<file path="config.mk">
export PLATFORM = sky130hd
export DESIGN_NAME = srm_ctrl
export DESIGN_NICKNAME = d
export VERILOG_FILES = /design/src/verilog/srm_pkg.sv /design/src/verilog/srm_ctrl.sv
export VERILOG_INCLUDE_DIRS = /design/src /design/src/verilog
export SDC_FILE = /design/constraint.sdc
export NUM_CORES = 1
export LEC_CHECK = 0
export BUFFER_PORTS_ARGS = -buffer_cell sky130_fd_sc_hd__buf_2
export CORE_MARGIN = 5
export CORE_UTILIZATION = 50
export DETAILED_ROUTE_END_ITERATION = 16
export HOLD_SLACK_MARGIN = 0.05
export PLACE_DENSITY = 0.83
export SLEW_MARGIN = 25
export SYNTH_ARGS = -nofsm -noshare
export SYNTH_HDL_FRONTEND = slang
export SYNTH_SLANG_ARGS = --single-unit
</file>
<file path="constraint.sdc">
create_clock -name clk_i -period 3.4 [get_ports clk_i]
set_input_delay 0.17 -clock clk_i [delete_from_list [all_inputs] [get_ports clk_i]]
set_output_delay 0.17 -clock clk_i [all_outputs]
set_load 0.01 [all_outputs]
</file>
<file path="src/verilog/srm_regs.svh">
`ifndef SRM_REGS_SVH
`define SRM_REGS_SVH

// register byte offsets
`define SRM_ADDR_CTRL 8'h00
`define SRM_ADDR_TIM 8'h04
`define SRM_ADDR_EXT 8'h08
`define SRM_ADDR_MEMORY_TYPE_FIELD 8'h0C
`define SRM_ADDR_STAT 8'h10

// control register fields
`define SRM_CTRL_REFRESH_ENABLE_BIT 0
`define SRM_CTRL_SELF 1
`define SRM_CTRL_MODE_GO 2
`define SRM_CTRL_NARROW 3
`define SRM_CTRL_WIDTH_LSB 4
`define SRM_CTRL_CSZ_LSB 6

// timing and extension fields
`define SRM_TIM_EXTRA_REFRESH_COUNT_LSB 12
`define SRM_EXT_TCL 0
`define SRM_EXT_MIN_ACTIVE_TIME_LSB 4

// reset values
`define SRM_CTRL_RESET 8'h00
`define SRM_TIM_RESET 15'h05DC
`define SRM_EXT_RESET 9'h071
`define SRM_MEMORY_TYPE_FIELD_RESET 4'h0

// timing counts and fixed values
`define SRM_WAKE_CYCLES 8'h10
`define SRM_MAX_EXTRA 3'h4
`define SRM_MODE_BASE 14'h0022
`define SRM_PRE_BIT 10
`define SRM_COL_BASE 4'h8

`endif

</file>
<file path="src/verilog/srm_pkg.sv">
package srm_pkg;

	// controller states, gray along the usual access path
	typedef enum logic [3:0] {
		SRM_IDLE = 4'h0,
		SRM_ACT = 4'h1,
		SRM_COL = 4'h3,
		SRM_CLOSE = 4'h2,
		SRM_RF_PRE = 4'h6,
		SRM_RF_REF = 4'h7,
		SRM_MODE = 4'h5,
		SRM_SR_PRE = 4'h4,
		SRM_SR_REF = 4'hC,
		SRM_SR_IN = 4'hD,
		SRM_SR_WAKE = 4'hF,
		SRM_HOLD = 4'hE
	} srm_state_type;

	// sdram op codes as {ras_n, cas_n, we_n}
	typedef enum logic [2:0] {
		SRM_OP_MRS = 3'h0,
		SRM_OP_REF = 3'h1,
		SRM_OP_PRE = 3'h2,
		SRM_OP_ACT = 3'h3,
		SRM_OP_WRITE = 3'h4,
		SRM_OP_READ = 3'h5,
		SRM_OP_NOP = 3'h7
	} srm_op_type;

	// command bundle on the sdram pins
	typedef struct packed {
		logic [3:0] cs_n;
		srm_op_type op;
	} srm_cmd_type;

	// access request from the system side
	typedef struct packed {
		logic [31:0] addr;
		logic [1:0] ce;
		logic we;
		logic peripheral_direct_transfer;
	} srm_access_type;

endpackage

</file>
<file path="src/verilog/srm_ctrl.sv">
`timescale 1ns/100ps
`include "srm_regs.svh"

module srm_ctrl import srm_pkg::*; (
	input wire logic clk_i,
	input wire logic rst_i,
	// classic wishbone slave
	input wire logic wb_cyc_i,
	input wire logic wb_stb_i,
	input wire logic wb_we_i,
	input wire logic [31:0] wb_adr_i,
	input wire logic [3:0] wb_sel_i,
	input wire logic [31:0] wb_dat_i,
	output logic [31:0] wb_dat_o,
	output logic wb_ack_o,
	// access requests, same clock domain
	input wire logic acc_req_i,
	input wire srm_access_type acc_i,
	output logic acc_done_o,
	// pins from outside
	input wire logic memory_clock_out_i,
	input wire logic hold_req_i,
	output logic hold_acknowledge_o,
	// sdram pins
	output srm_cmd_type sdram_cmd_o,
	output logic [20:0] external_address_bus_o,
	output logic sdram_clock_enable_out_o
);

	// register storage
	logic [7:0] ctrl_q; // control fields except self-refresh and mode go
	logic [14:0] tim_q; // refresh period and extra count
	logic [8:0] ext_q; // latency select and min active time
	logic [3:0] memory_type_field_q; // one sdram flag per chip-enable space
	logic mode_go_q; // pending mode-set command
	logic ack_q; // wishbone acknowledge
	logic [31:0] rdata_q; // registered read data

	// self-refresh bookkeeping
	logic sr_q; // self_refresh_request_bit as seen on the pin
	logic sr_pend_q; // entry requested, banks not yet closed
	logic exit_req_q; // exit requested by software

	// synchronisers and edge detection
	logic mclk_s1_q, mclk_s2_q, mclk_prev_q;
	logic hold_s1_q, hold_s2_q;

	// controller state and pin registers
	srm_state_type state_q, state_d;
	srm_cmd_type cmd_q, cmd_d;
	logic [16:0] la_q, la_d; // logical address lines before pin mapping
	logic [4:0] upper_q; // row bits above the precharge line
	logic flag_q; // access flag latched at activate
	logic [7:0] wait_q, wait_d; // self-refresh and wake counter
	logic [11:0] rcnt_q; // refresh period counter
	logic [3:0] rpend_q; // refreshes owed
	logic done_q, done_d;

	// field views
	wire logic refresh_enable_bit = ctrl_q[`SRM_CTRL_REFRESH_ENABLE_BIT];
	wire logic narrow = ctrl_q[`SRM_CTRL_NARROW];
	wire logic [1:0] width_code = ctrl_q[`SRM_CTRL_WIDTH_LSB +: 2];
	wire logic [1:0] csz = ctrl_q[`SRM_CTRL_CSZ_LSB +: 2];
	wire logic [11:0] period = tim_q[11:0];
	wire logic [2:0] extra_refresh_count = tim_q[`SRM_TIM_EXTRA_REFRESH_COUNT_LSB +: 3];
	wire logic cas_latency_select = ext_q[`SRM_EXT_TCL];
	// min active time keeps five stored bits; the upper count bits read as zero
	wire logic [7:0] min_active_time = {3'b000, ext_q[`SRM_EXT_MIN_ACTIVE_TIME_LSB +: 5]};
	wire logic sdram_present = |memory_type_field_q;

	// memory clock tick and synchronised hold request
	wire logic mtick = mclk_s2_q & ~mclk_prev_q;
	wire logic hold_req = hold_s2_q;
	wire logic in_hold = (state_q == SRM_HOLD);

	// wishbone decode
	// a request already acknowledged is not taken a second time
	wire logic wb_req = wb_cyc_i & wb_stb_i & ~ack_q;
	wire logic wb_wr = wb_req & wb_we_i & wb_sel_i[0];
	wire logic [7:0] wb_off = {wb_adr_i[7:2], 2'b00};
	wire logic hit_ctrl = (wb_off == `SRM_ADDR_CTRL);
	wire logic hit_tim = (wb_off == `SRM_ADDR_TIM);
	wire logic hit_ext = (wb_off == `SRM_ADDR_EXT);
	wire logic hit_memory_type_field = (wb_off == `SRM_ADDR_MEMORY_TYPE_FIELD);
	wire logic hit_stat = (wb_off == `SRM_ADDR_STAT);
	wire logic wr_ctrl = wb_wr & hit_ctrl;
	wire logic wr_self = wr_ctrl & ~in_hold;
	wire logic self_val = wb_dat_i[`SRM_CTRL_SELF];
	wire logic self_seen = sr_q | sr_pend_q;

	// read data mux, unmapped offsets read zero
	wire logic [31:0] ctrl_rd = {24'h00_0000, ctrl_q[7:3], mode_go_q, self_seen, refresh_enable_bit};
	wire logic [31:0] stat_rd = {16'h0000, 4'h0, rpend_q, state_q, 1'b0, exit_req_q,
		hold_acknowledge_o, sr_q};
	wire logic [31:0] rd_mux = hit_ctrl ? ctrl_rd :
		hit_tim ? {17'h0_0000, tim_q} :
		hit_ext ? {23'h00_0000, ext_q} :
		hit_memory_type_field ? {28'h000_0000, memory_type_field_q} :
		hit_stat ? stat_rd : 32'h0000_0000;

	// address split: byte offset bits, column mask, row shift
	// bank and row size never enter the shift, only column size and width
	wire logic [1:0] boff = narrow ? {1'b0, width_code[0]} : width_code;
	wire logic [1:0] ncb_add = (csz == 2'h3) ? 2'h2 : csz;
	wire logic [3:0] col_bits = `SRM_COL_BASE + {2'b00, ncb_add};
	wire logic [3:0] row_shift = col_bits + {2'b00, boff};
	wire logic [31:0] row_addr = acc_i.addr >> row_shift;
	wire logic [31:0] col_addr = acc_i.addr >> boff;
	wire logic [9:0] col_mask = (ncb_add == 2'h0) ? 10'h0FF :
		(ncb_add == 2'h1) ? 10'h1FF : 10'h3FF;
	wire logic [9:0] col_val = col_addr[9:0] & col_mask;
	wire logic flag = ~acc_i.peripheral_direct_transfer;
	wire logic [3:0] sd_cs_n = ~memory_type_field_q;
	wire logic [3:0] acc_cs_n = ~(4'h1 << acc_i.ce);

	// mode value: burst four sequential, latency 01x, rest zero
	// mode bit ten lands on the precharge line and stays zero
	wire logic [13:0] mode_val = `SRM_MODE_BASE | {9'h000, cas_latency_select, 4'h0};

	// refresh extras saturate at the maximum
	wire logic [2:0] extra = (extra_refresh_count > `SRM_MAX_EXTRA) ? `SRM_MAX_EXTRA : extra_refresh_count;
	wire logic rf_expire = mtick & refresh_enable_bit & (rcnt_q == 12'h000);
	wire logic rf_take = mtick & (state_q == SRM_RF_REF);

	// wishbone registers: ack one cycle after the request, dropped next
	// read data is caught with the request so it stands during the ack
	always_ff @(posedge clk_i) begin
		if (rst_i) begin
			ack_q <= 1'b0;
			rdata_q <= 32'h0000_0000;
		end else begin
			ack_q <= wb_req;
			if (wb_req) begin
				rdata_q <= rd_mux;
			end
		end
	end

	// configuration registers
	always_ff @(posedge clk_i) begin
		if (rst_i) begin
			ctrl_q <= `SRM_CTRL_RESET;
			tim_q <= `SRM_TIM_RESET;
			ext_q <= `SRM_EXT_RESET;
			memory_type_field_q <= `SRM_MEMORY_TYPE_FIELD_RESET;
		end else begin
			if (wr_ctrl) begin
				ctrl_q <= {wb_dat_i[7:3], 3'b000} | {7'h00, wb_dat_i[`SRM_CTRL_REFRESH_ENABLE_BIT]};
			end
			if (wb_wr & hit_tim) begin
				tim_q <= {wb_sel_i[1] ? wb_dat_i[14:8] : tim_q[14:8], wb_dat_i[7:0]};
			end
			if (wb_wr & hit_ext) begin
				ext_q <= {wb_sel_i[1] ? wb_dat_i[8] : ext_q[8], wb_dat_i[7:0]};
			end
			if (wb_wr & hit_memory_type_field) begin
				memory_type_field_q <= wb_dat_i[3:0];
			end
		end
	end

	// mode-set go bit: a write of one arms it, issue clears it
	always_ff @(posedge clk_i) begin
		if (rst_i) begin
			mode_go_q <= 1'b0;
		end else if (wr_ctrl & wb_dat_i[`SRM_CTRL_MODE_GO]) begin
			mode_go_q <= 1'b1;
		end else if (mtick & (state_q == SRM_MODE)) begin
			mode_go_q <= 1'b0;
		end
	end

	// self-refresh bit, entry and exit requests
	// entry and exit land on a memory clock tick, so cke moves with a command
	always_ff @(posedge clk_i) begin
		if (rst_i) begin
			sr_q <= 1'b0;
			sr_pend_q <= 1'b0;
			exit_req_q <= 1'b0;
		end else begin
			if (mtick & (state_q == SRM_SR_PRE)) begin
				sr_q <= 1'b1; // cke falls with the refresh command
				sr_pend_q <= 1'b0;
			end else if (mtick & (state_q == SRM_SR_IN) & (state_d == SRM_SR_WAKE)) begin
				sr_q <= 1'b0;
				exit_req_q <= 1'b0;
			end else if (wr_self & ~sdram_present) begin
				sr_q <= self_val; // plain output when no sdram is fitted
			end else if (wr_self & self_val & ~sr_q) begin
				sr_pend_q <= 1'b1;
			end else if (wr_self & ~self_val) begin
				sr_pend_q <= 1'b0;
				exit_req_q <= sr_q;
			end
		end
	end

	// two-flop synchronisers for the memory clock and hold pins
	// the first flop feeds no logic and may go metastable; the edge detect also uses the flop after the second
	always_ff @(posedge clk_i) begin
		if (rst_i) begin
			mclk_s1_q <= 1'b0;
			mclk_s2_q <= 1'b0;
			mclk_prev_q <= 1'b0;
			hold_s1_q <= 1'b0;
			hold_s2_q <= 1'b0;
		end else begin
			mclk_s1_q <= memory_clock_out_i;
			mclk_s2_q <= mclk_s1_q;
			mclk_prev_q <= mclk_s2_q;
			hold_s1_q <= hold_req_i;
			hold_s2_q <= hold_s1_q;
		end
	end

	// refresh period counter and refreshes owed
	// expiry owes one refresh plus the clamped extras; a refresh taken in
	// the same tick is netted out so none is lost or counted twice
	always_ff @(posedge clk_i) begin
		if (rst_i) begin
			rcnt_q <= 12'h000;
			rpend_q <= 4'h0;
		end else if (~refresh_enable_bit) begin
			rcnt_q <= period;
			rpend_q <= 4'h0;
		end else begin
			if (rf_expire) begin
				rcnt_q <= period;
			end else if (mtick) begin
				rcnt_q <= rcnt_q - 12'h001;
			end
			if (rf_expire) begin
				rpend_q <= rpend_q - {3'b000, rf_take} + 4'h1 + {1'b0, extra};
			end else if (rf_take) begin
				rpend_q <= rpend_q - 4'h1;
			end
		end
	end

	// next state and next command
	// idle priority: hold, refresh owed, self-refresh entry, mode set, access
	always_comb begin
		state_d = state_q;
		cmd_d = '{cs_n: 4'hF, op: SRM_OP_NOP};
		la_d = 17'h0_0000;
		wait_d = wait_q;
		done_d = 1'b0;
		case (state_q)
			SRM_IDLE: begin
				if (hold_req) begin
					state_d = SRM_HOLD;
				end else if (refresh_enable_bit & (rpend_q != 4'h0)) begin
					// close all banks first
					state_d = SRM_RF_PRE;
					cmd_d = '{cs_n: sd_cs_n, op: SRM_OP_PRE};
					la_d[`SRM_PRE_BIT] = 1'b1;
				end else if (sr_pend_q) begin
					// close every open page before entry
					state_d = SRM_SR_PRE;
					cmd_d = '{cs_n: sd_cs_n, op: SRM_OP_PRE};
					la_d[`SRM_PRE_BIT] = 1'b1;
				end else if (mode_go_q) begin
					state_d = SRM_MODE;
					cmd_d = '{cs_n: sd_cs_n, op: SRM_OP_MRS};
					la_d = {3'b000, mode_val};
				end else if (acc_req_i & ~sr_q) begin
					state_d = SRM_ACT;
					cmd_d = '{cs_n: acc_cs_n, op: SRM_OP_ACT};
					la_d = {flag, row_addr[15:0]};
				end
			end
			SRM_ACT: begin
				// column phase: latched upper bits, precharge line low
				state_d = SRM_COL;
				cmd_d = '{cs_n: acc_cs_n, op: acc_i.we ? SRM_OP_WRITE : SRM_OP_READ};
				la_d = {flag_q, upper_q, 1'b0, col_val};
				done_d = 1'b1;
			end
			SRM_COL: begin
				// close the bank so each access is self-contained
				state_d = SRM_CLOSE;
				cmd_d = '{cs_n: acc_cs_n, op: SRM_OP_PRE};
			end
			SRM_CLOSE, SRM_MODE: begin
				state_d = SRM_IDLE;
			end
			SRM_RF_PRE: begin
				state_d = SRM_RF_REF;
				cmd_d = '{cs_n: sd_cs_n, op: SRM_OP_REF};
			end
			SRM_RF_REF: begin
				// extras follow only while no access waits
				if (refresh_enable_bit & (rpend_q > 4'h1) & ~acc_req_i & ~hold_req) begin
					cmd_d = '{cs_n: sd_cs_n, op: SRM_OP_REF};
				end else begin
					state_d = SRM_IDLE;
				end
			end
			SRM_SR_PRE: begin
				// refresh in the same cycle as cke low
				state_d = SRM_SR_IN;
				cmd_d = '{cs_n: sd_cs_n, op: SRM_OP_REF};
				wait_d = 8'h00;
			end
			SRM_SR_IN: begin
				if (wait_q < min_active_time) begin
					wait_d = wait_q + 8'h01;
				end else if (exit_req_q | hold_req) begin
					state_d = SRM_SR_WAKE;
					wait_d = 8'h00;
				end
			end
			SRM_SR_WAKE: begin
				// sixteen ticks from cke high before any activate or acknowledge
				if (wait_q < `SRM_WAKE_CYCLES - 8'h01) begin
					wait_d = wait_q + 8'h01;
				end else begin
					state_d = hold_req ? SRM_HOLD : SRM_IDLE;
				end
			end
			SRM_HOLD: begin
				if (~hold_req) begin
					state_d = SRM_IDLE;
				end
			end
			default: begin
				state_d = SRM_IDLE;
			end
		endcase
	end

	// controller registers advance on memory clock edges
	// commands change only on a tick, so each stands one full memory clock
	always_ff @(posedge clk_i) begin
		if (rst_i) begin
			state_q <= SRM_IDLE;
			cmd_q <= '{cs_n: 4'hF, op: SRM_OP_NOP};
			la_q <= 17'h0_0000;
			wait_q <= 8'h00;
			done_q <= 1'b0;
		end else begin
			done_q <= mtick & done_d;
			if (mtick) begin
				state_q <= state_d;
				cmd_q <= cmd_d;
				la_q <= la_d;
				wait_q <= wait_d;
			end
		end
	end

	// row bits above the precharge line and the flag, caught at activate
	always_ff @(posedge clk_i) begin
		if (rst_i) begin
			upper_q <= 5'h00;
			flag_q <= 1'b1;
		end else if (mtick & (state_q == SRM_IDLE) & (state_d == SRM_ACT)) begin
			upper_q <= row_addr[15:11];
			flag_q <= flag;
		end
	end

	// pin mapping: wide port from line 3, narrow port from line 1
	// the port choice is read live; software changes it only while idle
	assign external_address_bus_o = narrow ? {3'b000, la_q, 1'b0} : {1'b0, la_q, 3'b000};
	assign sdram_cmd_o = cmd_q;
	assign sdram_clock_enable_out_o = ~sr_q;
	assign hold_acknowledge_o = in_hold;
	assign acc_done_o = done_q;
	assign wb_ack_o = ack_q;
	assign wb_dat_o = rdata_q;

endmodule // srm_ctrl

</file>
# Word level (Yosys, flattened, before mapping)
# Cells that the tools add are included.
[totals]
reg_bits = 137
latchBits = 0
mem_bits_rw = 0
mem_bits_ro = 0
output_inout_bits = 64
n_memories = 0
[op_classes]
addsub = 8
n_mul = 0
div_mod_pow = 0
n_lt_le_gt_ge = 4
n_eq_ne = 22
shifts = 3
mux = 62
bitwise_logic = 49
reduce_logical = 20
[ops]
columns = ["operator", "count"]
rows = [
  ["two-way mux 12 bit", 6],
  ["two-way mux 4 bit", 13],
  ["two-way mux 17 bit", 3],
  ["two-way mux 7 bit", 6],
  ["two-way mux 10 bit", 4],
  ["one-hot mux 4 bit (9 select lines)", 1],
  ["one-hot mux 7 bit (5 select lines)", 1],
  ["one-hot mux 17 bit (2 select lines)", 1],
  ["right shift 32 x 2 -> 10 bit", 1],
  ["right shift 32 x 4 -> 16 bit", 1],
  ["AND 1 bit", 30],
  ["two-way mux 15 bit", 2],
  ["two-way mux 8 bit", 3],
  ["one-hot mux 8 bit (3 select lines)", 1],
  ["two-way mux 20 bit", 1],
  ["equality test 4 x 3 -> 1 bit (second input constant)", 4],
  ["equality test 4 bit (second input constant)", 4],
  ["two-way mux 1 bit", 15],
  ["inverter 1 bit", 13],
  ["equality test 6 x 2 -> 1 bit (second input constant)", 2],
  ["zero test 12 bit", 1],
  ["two-way mux 6 bit", 2],
  ["subtractor 12 x 1 -> 12 bit (second input constant)", 1],
  ["AND 10 bit", 1],
  ["other kinds (36)", 51],
]

# Logic depth before layout (Yosys ltp)
[depth]
depth_word = 12
mapped_depth = 11
mapped_depth_nobuf = 10

# Worst setup path before layout
# Ideal clock, no wire load.
[synth_timing]
path_kind = "flip-flop to flip-flop"
start = "register ctrl_q[5]"
end = "register la_q[12]"
setup_time_ns = 0.129
arrival_ns = 2.834
t_required_ns = 3.271
slack_ns = 0.437
stages_incl_launch_ff = 11
period_less_slack_ns = 2.963
cell_sequence = "dfxtp_1 nor2b_1 clkbuf_1 inv_1 fa_1 buf_1 mux2_2 mux2i_1 a21oi_1 a32oi_1 a21oi_1"
[synth_via]
elab_chain_cells = 9
[synth_lines]
columns = ["element", "line_no", "rtl"]
rows = [
  ["start, declared", "srm_ctrl.sv:31", "logic [7:0] ctrl_q;"],
  ["start signal, assigned", "srm_ctrl.sv:142", "ctrl_q <= `SRM_CTRL_RESET;"],
  ["start signal, assigned", "srm_ctrl.sv:148", "ctrl_q <= {wb_dat_i[7:3], 3'b000} | {7'h00, wb_dat_i[`SRM_CTRL_REFRESH_ENABLE_BIT]};"],
  ["two-way mux 2 bit", "srm_ctrl.sv:103", "wire logic [1:0] boff = narrow ? {1'b0, width_code[0]} : width_code;"],
  ["adder 4 x 2 -> 4 bit", "srm_ctrl.sv:106", "wire logic [3:0] row_shift = col_bits + {2'b00, boff};"],
  ["right shift 32 x 4 -> 16 bit", "srm_ctrl.sv:107", "wire logic [31:0] row_addr = acc_i.addr >> row_shift;"],
  ["two-way mux 17 bit", "srm_ctrl.sv:266", "end else if (acc_req_i & ~sr_q) begin"],
  ["two-way mux 17 bit", "srm_ctrl.sv:262", "end else if (mode_go_q) begin"],
  ["two-way mux 6 bit", "srm_ctrl.sv:257", "end else if (sr_pend_q) begin"],
  ["two-way mux 6 bit", "srm_ctrl.sv:252", "end else if (refresh_enable_bit & (rpend_q != 4'h0)) begin"],
  ["two-way mux 17 bit", "srm_ctrl.sv:250", "if (hold_req) begin"],
  ["one-hot mux 17 bit (2 select lines)", "srm_ctrl.sv:248", "case (state_q)"],
  ["end signal, assigned", "srm_ctrl.sv:346", "la_q <= la_d;"],
  ["end, declared", "srm_ctrl.sv:51", "logic [16:0] la_q, la_d;"],
]
# Every way passes these cells.
# A chain may end at the register's enable or synchronous reset.

# Worst setup path after layout
[layout_timing]
start = "register ctrl_q[5]"
end = "register la_q[5]"
[layout_via]
elab_chain_cells = 9
[layout_lines]
columns = ["element", "line_no"]
rows = [
  ["two-way mux 2 bit (*)", "srm_ctrl.sv:103"],
  ["adder 4 x 2 -> 4 bit", "srm_ctrl.sv:106"],
  ["right shift 32 x 4 -> 16 bit", "srm_ctrl.sv:107"],
  ["two-way mux 17 bit", "srm_ctrl.sv:266"],
  ["two-way mux 17 bit", "srm_ctrl.sv:262"],
  ["two-way mux 10 bit", "srm_ctrl.sv:257"],
  ["two-way mux 10 bit", "srm_ctrl.sv:252"],
  ["two-way mux 17 bit", "srm_ctrl.sv:250"],
  ["one-hot mux 17 bit (2 select lines) (*)", "srm_ctrl.sv:248"],
]
# Mark *: on every way between the ends. The rest lies on a longest branch, timed or not.

==> results by group <==
Place
  • GP Congestion: 0.906
  • Placed insts: 1,092
  • Dpl cell area: 0.00782 mm²
  • Dpl hpwl: 15,000 µm
  • PortBufs: 110

STA
  • Final hold vios: 0
  • Count of final setup violators: 0
  • Max Fclk: 339 MHz
  • Worst rel slew slack: 0.297
  • Final worst-path cycle share: 0.868
  • RSZ-0062 raised after global routing: false
  • Max Slew Vio Count: 0
  • Minimum clock period after layout: 2950 ps
  • Total Neg Setup Slack: 0 ps
  • Layout Skew: 7.92 ps
  • Worst-margin pin slew: 1040 ps

Critical path
  • CP max stage cell: fa_1
  • Crit. path cell count: 10
  • Worst R2R Start: ctrl_q[5]
  • Crit-path max cell delay: 570 ps
  • Most frequent cell on the critical path: mux2i_1
  • FF-to-FF path depth: 10
  • Critical path cell sequence: nor2b_1 > inv_1 > fa_1 > buf_4 > mux2i_1 > mux2i_1 > mux2i_1 > o21ai_0 > a22oi_1 > nor2_1
  • Nature of the critical path startpoint: flip-flop
  • Worst setup EP type: flip-flop
  • CP Buf/Inv Count: 2
  • CP required: 3690 ps
  • Worst path arrival time: 3250 ps
  • CP Max Fanout: 22
  • CP top delay family: multiplexers
  • WS Path Type: reg -> reg
  • Critical Path Source: ctrl_q[5]

Layout
  • Layout cells sized above 1: 0.232
  • # diodes: 0
  • Total Nets Final: 1,070
  • Fill cells: 1,176
  • Area taken by multi-input logic gates: 0.00440 mm²
  • Register area: 0.00236 mm²
  • Synth-to-Final Area Change: 19.3%
  • Post-Layout Inst Area: 0.00854 mm²
  • Non-Filler Instances: 1,136

Yosys
  • Mapped Cells: 838
  • Yosys warnings: 0
  • Post-synth EDFFs: 0
  • Cell taking the most area after synthesis: dfxtp_1
  • Top cells by area, synth: dfxtp_1 (33%), mux4_2 (7.6%), mux2i_1 (7.0%)
  • #FFs+latches synth: 118
  • Synth top area share: 0.330
  • Register area share after synthesis: 0.330
  • Avg Inst Size Synth: 8.54 µm²
  • Cell Area, Synth: 0.00716 mm²
  • Synth async-reset ratio: 0
  • Dominant synthesized flop cell: dfxtp_1
  • Distinct cells, synth: 71

CTS
  • CTS Buffer Depth: 2
  • CTS sink cnt: 118
  • TritonCTS clock tree: done
  • Clk_lat worst skew: 420 ps
  • Clock slew at reported path FFs: 60 ps
  • PostCTS Resize Cnt: 0
  • Setup Fix Bufs, Post-CTS: 0
  • H-tree Lvls: 4
  • Num CTS Buffers: 17
  • Root Driver: clkbuf_16

Floorplanning
  • Die height: 130 µm
  • Core footprint: 0.0139 mm²
  • I/O pin count: 176
  • Initial Util: 0.514
  • Die ar.: 0.0168 mm²
  • Row count: 43
  • Die X: 130 µm

Drt
  • Pre-Repair DR Iteration Count: 5
  • Starting DRC count in detailed routing: 512
  • Detailed-route via count: 6,937
  • Drt drc: 0
  • Antenna-violating nets left: 0
  • WL final: 20,600 µm
  • WL/cell: 18.1 µm
  • Vias per inst: 6.11

Global route
  • Remaining global-route overflow: 0
  • First-pass GRT wire length: 32,300 µm
  • Vias in the first global route: 6,451
  • Total track usage: 0.242
  • Initial antenna violation count: 0
  • Largest net degree at the start of global routing: 84

Job
  • Max_cap viols: 0

Min path
  • Hold Path Cell Cnt: 3
  • Hold Path Origin: wb_dat_i[6]
  • Hold Crit Class: in -> reg

Outcome
  • Status: completed

Power
  • Power density over cell area: 427 mW/mm²
  • Power Total: 3640 µW
  • Static leakage: 0.00351 µW
  • Peak supply drop: 0.356 mV
[routing by layer]
metal,up-vias,part of all wire,track usage
li1,3259,-,-
met1,3264,0.41,0.309
met2,344,0.48,0.393
met3,70,0.075,0.0474
met4,0,0.040,0.117
met5,-,0,0
[sequential cells by signal, indices dropped and copies added, names as in the netlist, 4 cells and up]
name and flops:
memory_type_field_q 4, wb_dat_o 15, upper_q 5, ctrl_q 6
sdram_cmd_o 7, rpend_q 4, state_q 4, ext_q 9
la_q 17, tim_q 15, rcnt_q 12, wait_q 8
[Yosys cell counts, types with 5 or more instances]
cell,count
dfxtp_1,118
nand2_1,81
nor2_1,85
o211ai_1,7
ha_1,12
xnor2_1,6
inv_1,25
nand3_1,27
mux2_2,22
o221ai_1,5
mux2i_1,50
a31oi_1,8
buf_1,9
a21oi_1,59
nor3_1,28
and2_1,8
mux4_2,24
o22a_1,5
a2111oi_0,7
a211oi_1,12
a221oi_1,9
or3_1,5
buf_4,20
clkbuf_1,43
nor2b_1,20
o21ai_0,49
nor4_1,11
[path summary, 6_finish.rpt]
check | to | slack (ps)
setup / recovery | la_q[5] | 450
hold / removal | tim_q[6] | 60
setup reg to reg | la_q[5] | 450
hold reg to reg | hold_req | 440
[tightest hold or removal path, stage by stage]
cell	delay [ps]
buf_2	130
nand2_1	70
nand3_1	70
[cells by family (layout without fill, tap and decap cells)]
group | count (synthesis) | count (layout) | synth area share
xor gates and xnor gates | 8 | 8 | 0.00979
AOI/OAI and AO/OA | 202 | 202 | 0.184
adders and majority gates | 15 | 15 | 0.0294
muxes | 96 | 96 | 0.180
and+or+nand+nor | 296 | 296 | 0.200
other | 1 | 19 | 0.000524
DFF | 118 | 118 | 0.330
buffers and inverters | 102 | 202 | 0.0657
[cells in the final DEF (no fill, tap or decap), types with 17 or more instances in the layout]
cell | netlist | routed
dfxtp_1 | 118 | 118
buf_2 | 4 | 110
nor2_1 | 85 | 84
nand2_1 | 81 | 81
a21oi_1 | 59 | 59
mux2i_1 | 50 | 50
o21ai_0 | 49 | 49
nor3_1 | 28 | 28
nand3_1 | 27 | 27
inv_1 | 25 | 25
mux4_2 | 24 | 24
mux2_2 | 22 | 22
buf_4 | 20 | 22
nor2b_1 | 20 | 19
conb_1 | 1 | 19
clkbuf_16 | 0 | 17
[cell type report]
type / count / area share
Timing Repair Buffer: 145 / 0.100
Clock buffer: 20 / 0.0523
Multi-Input combinational cell: 636 / 0.516
Clock inverter: 12 / 0.0179
Inverter: 25 / 0.0110
Tap cell: 180 / 0.0264
Sequential cell: 118 / 0.277
[per-stage QoR]
stage / worst slack (ps) / hold WS, ps / utilization
floorplan: 437 / 250 / -
global placement: 567 / 380 / 0.561
detailed placement: 527 / 399 / 0.561
CTS: 487 / 51.4 / 0.613
global route: 293 / 68.7 / 0.613
finish: 449 / 57.0 / 0.613
[power breakdown]
part           switching (µW)  internal [µW]
sequential               25.6           1420
combinational             217            152
clock                     663           1170
[what timing repair did]
| item | CTS | global route |
|---|---|---|
| hold endpoints to repair | 15 | 0 |
| hold buffers | 12 | 0 |
| endpoints found under the setup margin | 0 | 0 |
Power figures use the tool's default switching activity.
